## config.mk

```make
export PLATFORM = sky130hd
export DESIGN_NAME = shcmp_exec
export DESIGN_NICKNAME = d
export VERILOG_FILES = /design/src/verilog/shcmp_pkg.sv /design/src/verilog/shcmp_exec.sv
export SDC_FILE = /design/constraint.sdc
export NUM_CORES = 2
export LEC_CHECK = 0
export ABC_AREA = 0
export BUFFER_PORTS_ARGS = -buffer_cell sky130_fd_sc_hd__buf_2
export CAP_MARGIN = 5
export CORE_AREA = 2 2 340 342
export CTS_CLUSTER_DIAMETER = 120
export CTS_CLUSTER_SIZE = 24
export DETAILED_ROUTE_END_ITERATION = 16
export DIE_AREA = 0 0 342 344
export HOLD_SLACK_MARGIN = 0.03
export PLACE_DENSITY = 0.84
export SETUP_SLACK_MARGIN = 0.02
export SLEW_MARGIN = 10
export SYNTH_ARGS = -nofsm -noshare
export SYNTH_HDL_FRONTEND = slang
export SYNTH_SLANG_ARGS = --single-unit
```

## constraint.sdc

```tcl
create_clock -name CLK_IN -period 5.85 [get_ports CLK_IN]
set_clock_uncertainty 0.05 [all_clocks]
set_input_delay 0 -clock CLK_IN [delete_from_list [all_inputs] [get_ports CLK_IN]]
set_output_delay 0 -clock CLK_IN [all_outputs]
set_load 0.1 [all_outputs]
```

## src/verilog/shcmp_pkg.sv

```systemverilog
`default_nettype none
package shcmp_pkg;

  // ----------------------------------------------------------------
  // Major opcodes, bits 15..11 of a halfword
  // ----------------------------------------------------------------
  localparam logic [4:0] OP_PREFIX = 5'h1e;
  localparam logic [4:0] OP_REG_REG = 5'h1d;
  localparam logic [4:0] OP_SHIFT = 5'h06;
  localparam logic [4:0] OP_STORE_HALF = 5'h19;
  localparam logic [4:0] OP_CMP_S_IMM = 5'h0a;
  localparam logic [4:0] OP_CMP_U_IMM = 5'h0b;

  // ----------------------------------------------------------------
  // Register-register functions, bits 4..0, and the convert selector, bits 7..5
  // ----------------------------------------------------------------
  localparam logic [4:0] FN_CONVERT = 5'h11;
  localparam logic [4:0] FN_CMP_S_REG = 5'h02;
  localparam logic [4:0] FN_CMP_U_REG = 5'h03;
  localparam logic [4:0] FN_SHIFT_VAR = 5'h04;
  localparam logic [2:0] CNV_SEL_HALF = 3'h5;

  // ----------------------------------------------------------------
  // Shift functions, bits 1..0, and short-form amounts
  // ----------------------------------------------------------------
  localparam logic [1:0] SH_LEFT = 2'h0;
  localparam logic [1:0] SH_ARITH = 2'h3;
  localparam logic [4:0] SHORT_ZERO_AMT = 5'h08;

  // ----------------------------------------------------------------
  // Registers and reset values
  // ----------------------------------------------------------------
  localparam logic [4:0] RESULT_GPR = 5'h18;
  localparam logic [4:0] XLAT_LOW_BASE = 5'h10;
  localparam logic [31:0] GPR_RESET = 32'h0;
  localparam logic [15:0] HALF_RESET = 16'h0;

  // ----------------------------------------------------------------
  // Exception codes on the exception port
  // ----------------------------------------------------------------
  localparam logic [2:0] EXC_NONE = 3'h0;
  localparam logic [2:0] EXC_ADDR = 3'h1;
  localparam logic [2:0] EXC_TLB_REFILL = 3'h2;
  localparam logic [2:0] EXC_TLB_INVALID = 3'h3;
  localparam logic [2:0] EXC_TLB_MOD = 3'h4;
  localparam logic [2:0] EXC_BUS = 3'h5;

  typedef enum {ST_IDLE, ST_WAIT} state_type;

endpackage
`default_nettype wire

```

## src/verilog/shcmp_exec.sv

```systemverilog
// Overview of operation
// - Halfword sign-extend replaces the register with its low 16 bits sign-extended.
// - Short halfword store address is base plus offset times two, stores low halfword.
// - Prefixed halfword store adds the sign-extended 16-bit unscaled offset to base.
// - Odd store address raises address error and no store is made.
// - Store reports TLB refill, invalid, modified, bus and address errors.
// - Short left shift by the 3-bit amount with zero fill into destination.
// - Short fixed shifts treat amount zero as eight, range one to eight.
// - Prefixed left shift uses a 5-bit amount from the prefix, zero to 31.
// - Variable left shift shifts second register by first register's low five bits.
// - Register signed compare writes 1 or 0 into register 24.
// - Short signed immediate compare uses zero-extended 8-bit immediate, result in 24.
// - Prefixed signed immediate compare uses sign-extended 16-bit immediate.
// - Short unsigned immediate compare uses zero-extended 8-bit immediate.
// - Prefixed unsigned compare sign-extends immediate then compares unsigned.
// - Register unsigned compare writes 1 or 0 into register 24.
// - Short arithmetic right shift replicates the sign bit into vacated bits.
`timescale 1ns/1ps
`default_nettype none
module shcmp_exec
  import shcmp_pkg::*;
(
  // Clock and reset
  input wire logic CLK_IN,
  input wire logic SRST_IN,
  // Instruction halfwords from the pipeline
  input wire logic HW_VALID_IN,
  input wire logic [15:0] HW_DATA_IN,
  output logic READY_OUT,
  // Retirement and exceptions
  output logic DONE_OUT,
  output logic EXC_VALID_OUT,
  output logic [2:0] EXC_CODE_OUT,
  // Register file load and observe port
  input wire logic GPR_WR_EN_IN,
  input wire logic [4:0] GPR_WR_IDX_IN,
  input wire logic [31:0] GPR_WR_DATA_IN,
  input wire logic [4:0] GPR_RD_IDX_IN,
  output logic [31:0] GPR_RD_DATA_OUT,
  // Halfword store to the translation and memory path
  output logic ST_REQ_OUT,
  output logic [31:0] ST_ADDR_OUT,
  output logic [15:0] ST_DATA_OUT,
  input wire logic ST_DONE_IN,
  input wire logic MEM_TLB_REFILL_IN,
  input wire logic MEM_TLB_INVALID_IN,
  input wire logic MEM_TLB_MOD_IN,
  input wire logic MEM_BUS_ERR_IN
);

  // ----------------------------------------------------------------
  // Register file and helpers
  // ----------------------------------------------------------------
  logic [31:0] gpr_r [32];

  // Compressed field to architectural register
  function automatic logic [4:0] xlat(input logic [2:0] f);
    xlat = (f < 3'h2) ? (XLAT_LOW_BASE | {4'h0, f[0]}) : {2'b00, f};
  endfunction

  function automatic logic [31:0] sext16(input logic [15:0] v);
    sext16 = {{16{v[15]}}, v};
  endfunction

  // ----------------------------------------------------------------
  // Decode
  // ----------------------------------------------------------------
  state_type state_r, state_nxt;
  logic pfx_valid_r, pfx_valid_nxt;
  logic [15:0] pfx_r, pfx_nxt;
  logic [4:0] major, funct, rx_idx, ry_idx, amt_short, amt;
  logic [15:0] imm16;
  logic [31:0] rx_val, ry_val, sh_addr;
  logic take, ext;

  // Fields of the current halfword and its prefix
  assign take = (state_r == ST_IDLE) && HW_VALID_IN;
  assign major = HW_DATA_IN[15:11];
  assign funct = HW_DATA_IN[4:0];
  assign ext = pfx_valid_r;
  assign rx_idx = xlat(HW_DATA_IN[10:8]);
  assign ry_idx = xlat(HW_DATA_IN[7:5]);
  assign rx_val = gpr_r[rx_idx];
  assign ry_val = gpr_r[ry_idx];
  assign imm16 = {pfx_r[4:0], pfx_r[10:5], HW_DATA_IN[4:0]};
  // Zero in the short field means eight
  assign amt_short = (HW_DATA_IN[4:2] == 3'h0) ? SHORT_ZERO_AMT
                   : {2'b00, HW_DATA_IN[4:2]};
  assign amt = ext ? pfx_r[10:6] : amt_short;
  // Prefixed offset is unscaled, short offset counts halfwords
  assign sh_addr = ext ? rx_val + sext16(imm16)
                 : rx_val + {26'h0, HW_DATA_IN[4:0], 1'b0};

  // ----------------------------------------------------------------
  // Execute: next state, register write, store and events
  // ----------------------------------------------------------------
  logic wr_en;
  logic [4:0] wr_idx;
  logic [31:0] wr_data, rd_nxt, st_addr_nxt;
  logic [15:0] st_data_nxt;
  logic st_req_r, st_req_nxt, done_r, done_nxt, exc_r, exc_nxt, ready_r;
  logic [2:0] exc_code_r, exc_code_nxt;

  // Only 32-bit wraparound arithmetic here, so nothing can overflow
  always_comb
  begin
    state_nxt = state_r;
    pfx_valid_nxt = pfx_valid_r;
    pfx_nxt = pfx_r;
    wr_en = 1'b0;
    wr_idx = RESULT_GPR;
    wr_data = GPR_RESET;
    st_req_nxt = st_req_r;
    st_addr_nxt = ST_ADDR_OUT;
    st_data_nxt = ST_DATA_OUT;
    done_nxt = 1'b0;
    exc_nxt = 1'b0;
    exc_code_nxt = EXC_CODE_OUT;
    case (state_r)
      ST_IDLE:
      begin
        if (take && major == OP_PREFIX && !pfx_valid_r)
        begin
          // Held until its instruction arrives
          pfx_valid_nxt = 1'b1;
          pfx_nxt = HW_DATA_IN;
        end
        else if (take)
        begin
          pfx_valid_nxt = 1'b0;
          done_nxt = 1'b1;
          case (major)
            OP_REG_REG:
            begin
              wr_en = 1'b1;
              if (funct == FN_CONVERT && HW_DATA_IN[7:5] == CNV_SEL_HALF)
              begin
                wr_idx = rx_idx;
                wr_data = sext16(rx_val[15:0]);
              end
              else if (funct == FN_CMP_S_REG)
                wr_data = {31'h0, $signed(rx_val) < $signed(ry_val)};
              else if (funct == FN_CMP_U_REG)
                wr_data = {31'h0, rx_val < ry_val};
              else if (funct == FN_SHIFT_VAR)
              begin
                wr_idx = ry_idx;
                wr_data = ry_val << rx_val[4:0];
              end
              else
                wr_en = 1'b0;
            end
            OP_SHIFT:
            begin
              wr_idx = rx_idx;
              if (HW_DATA_IN[1:0] == SH_LEFT)
              begin
                wr_en = 1'b1;
                wr_data = ry_val << amt;
              end
              else if (HW_DATA_IN[1:0] == SH_ARITH)
              begin
                wr_en = 1'b1;
                wr_data = $signed(ry_val) >>> amt;
              end
            end
            OP_CMP_S_IMM:
            begin
              wr_en = 1'b1;
              if (ext)
                wr_data = {31'h0, $signed(rx_val) < $signed(sext16(imm16))};
              else
                wr_data = {31'h0, $signed(rx_val) < $signed({24'h0, HW_DATA_IN[7:0]})};
            end
            OP_CMP_U_IMM:
            begin
              wr_en = 1'b1;
              if (ext)
                wr_data = {31'h0, rx_val < sext16(imm16)};
              else
                wr_data = {31'h0, rx_val < {24'h0, HW_DATA_IN[7:0]}};
            end
            OP_STORE_HALF:
            begin
              done_nxt = 1'b0;
              if (sh_addr[0])
              begin
                // Odd address never reaches memory
                exc_nxt = 1'b1;
                exc_code_nxt = EXC_ADDR;
              end
              else
              begin
                st_req_nxt = 1'b1;
                st_addr_nxt = sh_addr;
                st_data_nxt = ry_val[15:0];
                state_nxt = ST_WAIT;
              end
            end
            default:
            begin
            end
          endcase
        end
      end
      ST_WAIT:
      begin
        if (ST_DONE_IN)
        begin
          st_req_nxt = 1'b0;
          state_nxt = ST_IDLE;
          // Translation faults outrank a bus error
          exc_nxt = 1'b1;
          if (MEM_TLB_REFILL_IN)
            exc_code_nxt = EXC_TLB_REFILL;
          else if (MEM_TLB_INVALID_IN)
            exc_code_nxt = EXC_TLB_INVALID;
          else if (MEM_TLB_MOD_IN)
            exc_code_nxt = EXC_TLB_MOD;
          else if (MEM_BUS_ERR_IN)
            exc_code_nxt = EXC_BUS;
          else
          begin
            exc_nxt = 1'b0;
            done_nxt = 1'b1;
          end
        end
      end
      default:
        state_nxt = ST_IDLE;
    endcase
    rd_nxt = (GPR_RD_IDX_IN == 5'h0) ? GPR_RESET : gpr_r[GPR_RD_IDX_IN];
  end

  // ----------------------------------------------------------------
  // Registers
  // ----------------------------------------------------------------
  // Control state; a pipeline write drops any load in the same cycle, whatever its slot
  always_ff @(posedge CLK_IN)
  begin
    if (SRST_IN)
    begin
      state_r <= ST_IDLE;
      pfx_valid_r <= 1'b0;
      pfx_r <= HALF_RESET;
      st_req_r <= 1'b0;
      ST_ADDR_OUT <= GPR_RESET;
      ST_DATA_OUT <= HALF_RESET;
      done_r <= 1'b0;
      exc_r <= 1'b0;
      exc_code_r <= EXC_NONE;
      ready_r <= 1'b0;
      GPR_RD_DATA_OUT <= GPR_RESET;
    end
    else
    begin
      state_r <= state_nxt;
      pfx_valid_r <= pfx_valid_nxt;
      pfx_r <= pfx_nxt;
      st_req_r <= st_req_nxt;
      ST_ADDR_OUT <= st_addr_nxt;
      ST_DATA_OUT <= st_data_nxt;
      done_r <= done_nxt;
      exc_r <= exc_nxt;
      exc_code_r <= exc_code_nxt;
      ready_r <= (state_nxt == ST_IDLE);
      GPR_RD_DATA_OUT <= rd_nxt;
    end
  end

  // Register file; slot zero always reads as zero
  always_ff @(posedge CLK_IN)
  begin
    if (SRST_IN)
    begin
      for (int i = 0; i < 32; i++)
        gpr_r[i] <= GPR_RESET;
    end
    else if (wr_en && wr_idx != 5'h0)
      gpr_r[wr_idx] <= wr_data;
    else if (GPR_WR_EN_IN && GPR_WR_IDX_IN != 5'h0)
      gpr_r[GPR_WR_IDX_IN] <= GPR_WR_DATA_IN;
  end

  assign READY_OUT = ready_r;
  assign ST_REQ_OUT = st_req_r;
  assign DONE_OUT = done_r;
  assign EXC_VALID_OUT = exc_r;
  assign EXC_CODE_OUT = exc_code_r;
endmodule
`default_nettype wire

```

Word-level counts from Yosys, hierarchy flattened
Memories as Yosys holds them, arrays and structs flattened. A register that Yosys moved wholly into a read port is not among the register bits.
Index checks and enable logic that the tools add are counted.
{"block": "word_totals", "mem_count": 1, "input_bits": 67, "latch_bits": 0, "ramBits": 1024, "mem_bits_ro": 0, "reg_bits": 98}
{"memory": "gpr_r", "depth": 32, "word_bits": 32, "rd": 3, "rd_clocked_by_memory_dff": 1, "write_ports": 32, "line_no": "shcmp_exec.sv:54", "rtl": "logic [31:0] gpr_r [32];"}
{"block": "op_classes", "eq_ne": 20, "bitwise": 2, "muxes": 93, "n_addsub": 2, "order_cmp": 8, "n_reduce_logical": 26, "shifts": 3, "n_mul": 0, "n_div": 0}
{"operator": "32-bit 2-to-1 mux", "n": 17}
{"operator": "32-bit one-hot mux with 4 select lines", "n": 1}
{"operator": "32-bit zero test", "n": 3}
{"operator": "32-bit less-than comparator", "n": 3}
{"operator": "32-bit one-hot mux with 2 select lines", "n": 1}
{"operator": "32-bit OR reduction", "n": 2}
{"operator": "32-bit by 5-bit << shifter with 32-bit output", "n": 2}
{"operator": "5-bit 2-to-1 mux", "n": 12}
{"operator": "1-bit 2-to-1 mux", "n": 46}
{"operator": "32-bit adder", "n": 1}
{"operator": "32-bit by 6-bit adder with 32-bit output", "n": 1}
{"operator": "32-bit by 1-bit == test with 1-bit output (second input constant)", "n": 1}
{"operator": "32-bit by 16-bit less-than comparator with 1-bit output", "n": 1}
{"operator": "32-bit by 8-bit less-than comparator with 1-bit output", "n": 1}
{"operator": "32-bit by 9-bit less-than comparator with 1-bit output", "n": 1}
{"operator": "32-bit by 5-bit >>> shifter with 32-bit output", "n": 1}
{"operator": "3-bit 2-to-1 mux", "n": 9}
{"operator": "5-bit == test (second input constant)", "n": 4}
{"operator": "5-bit by 2-bit == test with 1-bit output (second input constant)", "n": 2}
{"operator": "5-bit by 3-bit == test with 1-bit output (second input constant)", "n": 2}
{"operator": "5-bit by 4-bit == test with 1-bit output (second input constant)", "n": 2}
{"operator": "2-bit inequality test (second input constant)", "n": 5}
{"operator": "5-bit one-hot mux with 2 select lines", "n": 1}
{"operator": "5-bit nonzero test", "n": 2}
{"operator": "21 further kinds", "n": 33}

Depth between registers and ports, before layout
{"block": "depth", "depth_word": 18, "depth_mapped": 19, "depth_no_buf": 15}

Least setup slack after synthesis
OpenSTA, ideal clock, no wires.
{"block": "synth_timing", "path_kind": "flip-flop to flip-flop", "from": "mem gpr_r[17][2]", "to": "mem gpr_r[6][0] (data pin)", "path_slack_ps": 1351, "required_ps": 5535, "arrival_time_ps": 4184, "synth_period_minus_slack_ps": 4499, "path_stages_with_launch": 19, "path_cell_list": "edfxtp_1 > mux4_1 > mux2i_4 > inv_2 > buf_6 > buf_2 > buf_1 > ha_1 > o21ai_0 > a21oi_1 > nor4_1 > o21ai_0 > a2111oi_0 > xnor2_1 > a2111oi_0 > a211oi_1 > o21a_4 > buf_12 > nor2_4"}
{"element": "start: declaration", "line_no": "shcmp_exec.sv:54"}

==> results.sh <==
export IMPL_mostFrequentLayoutCells="1233 x nor2_1, 1024 x edfxtp_1, 346 x mux2i_1, 306 x a21oi_1, 256 x nand2_1"
export IMPL_nNetsFinal=5748
export IMPL_dp_cells=6975
export IMPL_ctsHoldBuffers=52
export IMPL_worstSetupPathType="in -> reg"
export IMPL_cts_max_path_buffers=3
export IMPL_cts_root_buf="clkbuf_16"
export IMPL_antenna_found_initial=11
export IMPL_total_power_mw=17.6
export IMPL_synthSimpleGateAreaFrac=0.127
export IMPL_hold_depth=5
export IMPL_drt_wl_total_um=225000
export IMPL_yosysWarnings=0
export IMPL_synth_top_family_by_area="multiplexers"
export IMPL_synth_compound_area_share=0.0982
export IMPL_path_delay_family="compound AO/OA/AOI/OAI gates"
export IMPL_cp_num_cells=19
export IMPL_track_usage=0.378
export IMPL_drv_cap=0
export IMPL_num_rows=124
export IMPL_relSlewSlack=0.166
export IMPL_finalSetupTns_ns=0
export IMPL_io_pins=154
export IMPL_core_um2=114000
export IMPL_clk_pin_slew_worst_paths_ns=0.10
export IMPL_synth_xor_area_frac=0.00690
export IMPL_final_common_cell="nor2_1"
export IMPL_p_per_area_nw_per_um2=256
export IMPL_crit_path_end_kind="register"
export IMPL_ys_async_sr_fraction=0
export IMPL_synthTopCellsByArea="edfxtp_1 48%, mux4_2 8.6%, nor2_1 7.3%"
export IMPL_yosysSeqAreaShare=0.526
export IMPL_critical_path_max_fanout=28
export IMPL_first_pass_iters=6
export IMPL_synthAdderAreaFrac=0.0215
export IMPL_clkLatencyLatePin_ns=0.75
export IMPL_drive_above_1_share=0.179
export IMPL_fp_dieW_um=342
export IMPL_port_buffers=152
export IMPL_critPathMaxStageDelay_ns=0.54
export IMPL_grt_max_degree=83
export IMPL_cts_setup_buffers=0
export IMPL_post_route_min_period_ns=5.38
export IMPL_vias=49900
export IMPL_fmax_ghz=0.186
export IMPL_grt_pass1_vias=47500
export IMPL_post_cts_resized=0
export IMPL_hold_viol=0
export IMPL_cts_max_level=2
export IMPL_grt_overflow_total=0
export IMPL_syn_to_final_growth_pct=8.12
export IMPL_ys_ff_latch=1154
export IMPL_muxShareOfSynthArea=0.179
export IMPL_syn_inst=5493
export IMPL_cts_num_sinks=1154
export IMPL_cts_tree="built"
export IMPL_routed_via_density=6.99
export IMPL_wl_per_cell_um=31.6
export IMPL_worstPathRequired_ns=6.36
export IMPL_setup_viol=0
export IMPL_drt_initial_drc_count=8314
export IMPL_reg2reg_depth=12
export IMPL_crit_buf_inv=6
export IMPL_slew_violations=0
export IMPL_hold_class="in -> reg"
export IMPL_cts_buffers=56
export IMPL_die_area_um2=118000
export IMPL_avgSynthCellArea_um2=11.5
export IMPL_hpwl_um=152000
export IMPL_drt_antenna_violating_nets=0
export IMPL_worst_setup_path_start_kind="input pin"
export IMPL_fin_cells=7135
export IMPL_netlist_area_leader_share=0.485
export IMPL_cp_cell_sequence="dlygate4sd3_1, buf_4, buf_4, mux4_2, mux2i_1, inv_1, ha_1, a21oi_1, nor2_1, a2111oi_0, a2111oi_0, a2111oi_0, buf_4, xnor2_1, a2111oi_0, a211oi_1, o21a_4, buf_12, nor2_1"
export IMPL_grt_first_pass_wirelength_um=323000
export IMPL_synth_largest_area_cell="edfxtp_1"
export IMPL_ys_types=106
export IMPL_slowest_stage="dlygate4sd3_1"
export IMPL_crit_arrival_ns=5.90
export IMPL_leakagePower_nw=23.6
export IMPL_die_h_um=344
export IMPL_peakVddDrop_mv=0.266
export IMPL_synth_flop_cell="edfxtp_1"
export IMPL_place_congestion=1.05
export IMPL_grt_setup_unrepaired="false"
export IMPL_start_util=0.557
export IMPL_critPathMostFrequentCell="a2111oi_0"
export IMPL_synth_edf_count=1024
export IMPL_worst_slew_pin_slew_ns=1.25
export IMPL_syn_area_um2=63400
export IMPL_status="complete, no violations"
export IMPL_post_route_period_util=0.920
export IMPL_drc=0
-- layer usage --
layer / up-vias / global-route usage / wire length, um
met5: - / 0.00200 / 77
met4: 14 / 0.235 / 17600
met3: 863 / 0.126 / 35300
met2: 4385 / 0.567 / 98200
met1: 24100 / 0.476 / 74300
li1: 20500 / - / -
-- final timing paths --
check,start,to,slack (ns)
worst min-delay path,GPR_WR_DATA_IN[8],gpr_r[10][8]$_SDFFCE_PN0P_,0.09
worst min register to register,ST_ADDR_OUT[6]$_SDFFE_PP0P_,ST_ADDR_OUT[6]$_SDFFE_PP0P_,0.45
worst max-delay path,HW_DATA_IN[8],gpr_r[3][0]$_SDFFCE_PN0P_,0.47
worst max register to register,gpr_r[2][27]$_SDFFCE_PN0P_,gpr_r[3][0]$_SDFFCE_PN0P_,0.66
-- cells in the mapped netlist, types with 25 or more instances --
cell type,number
ha_1,106
buf_2,103
a211oi_1,62
edfxtp_1,1024
o221ai_1,79
nor3_1,78
nor2_1,1234
clkbuf_1,277
nor2_2,60
xnor2_1,40
nand2_1,277
nor4_1,25
nand3_1,60
mux4_2,242
buf_1,45
a21oi_1,310
mux2_2,135
inv_1,82
mux2i_1,350
dfxtp_1,130
o22ai_1,83
o211ai_1,45
o21ai_0,153
-- flip-flops by register name, indices dropped and copies added, names as in the netlist --
name             flops
DONE_OUT             1
EXC_CODE_OUT         3
EXC_VALID_OUT        1
GPR_RD_DATA_OUT     32
READY_OUT            1
ST_ADDR_OUT         31
ST_DATA_OUT         16
ST_REQ_OUT           1
ext                  1
gpr_r             1024
pfx_r               11
state_r             32
-- worst register-to-register path, delay by kind of cell, from the launching register on --
kind / cells / cell delay, ns
compound gates: 3 / 1.28
flops: 1 / 0.50
simple gates: 1 / 0.12
buf+inv: 2 / 0.70
mux: 6 / 2.27
-- where the power goes --
part	switching [mW]	leakage (nW)	total [mW]	internal (mW)
Combinational	2.40	11.8	3.56	1.16
Sequential	0.161	11.0	9.48	9.32
Clock	2.66	0.806	4.53	1.87
Total	5.22	23.6	17.6	12.4
-- metrics by stage --
step	area, um^2	hold WS (ns)	utilization	worst slack [ns]
global placement	66300	0.264	0.582	0.501
global route	68600	0.0496	0.602	0.0833
detailed placement	66300	0.279	0.582	0.493
floorplan	63700	0.0972	-	1.35
CTS	68600	0.0346	0.602	0.652
finish	68600	0.0877	0.602	0.466
-- cell type report --
cell class	count	area [um^2]
clock buffers	98	1560
diodes	3	7.51
inverters	93	354
fillers	8724	45300
repair buffers	436	3340
clock inverters	7	164
well taps	1512	1890
flip-flops and latches	1154	33400
multi-input cells	3832	27900
-- logic make-up (layout without fill, tap and decap cells) --
group | count (synthesis) | in the layout
AO/OA/AOI/OAI | 953 | 953
XOR/XNOR | 50 | 50
adder cells (fa/ha/maj) | 108 | 108
buffers and inverters | 570 | 634
flip-flops | 1154 | 1154
multiplexers | 766 | 766
other | 1 | 67
AND/OR/NAND/NOR | 1891 | 1891
Note: power is estimated with default switching activity, not from simulation.
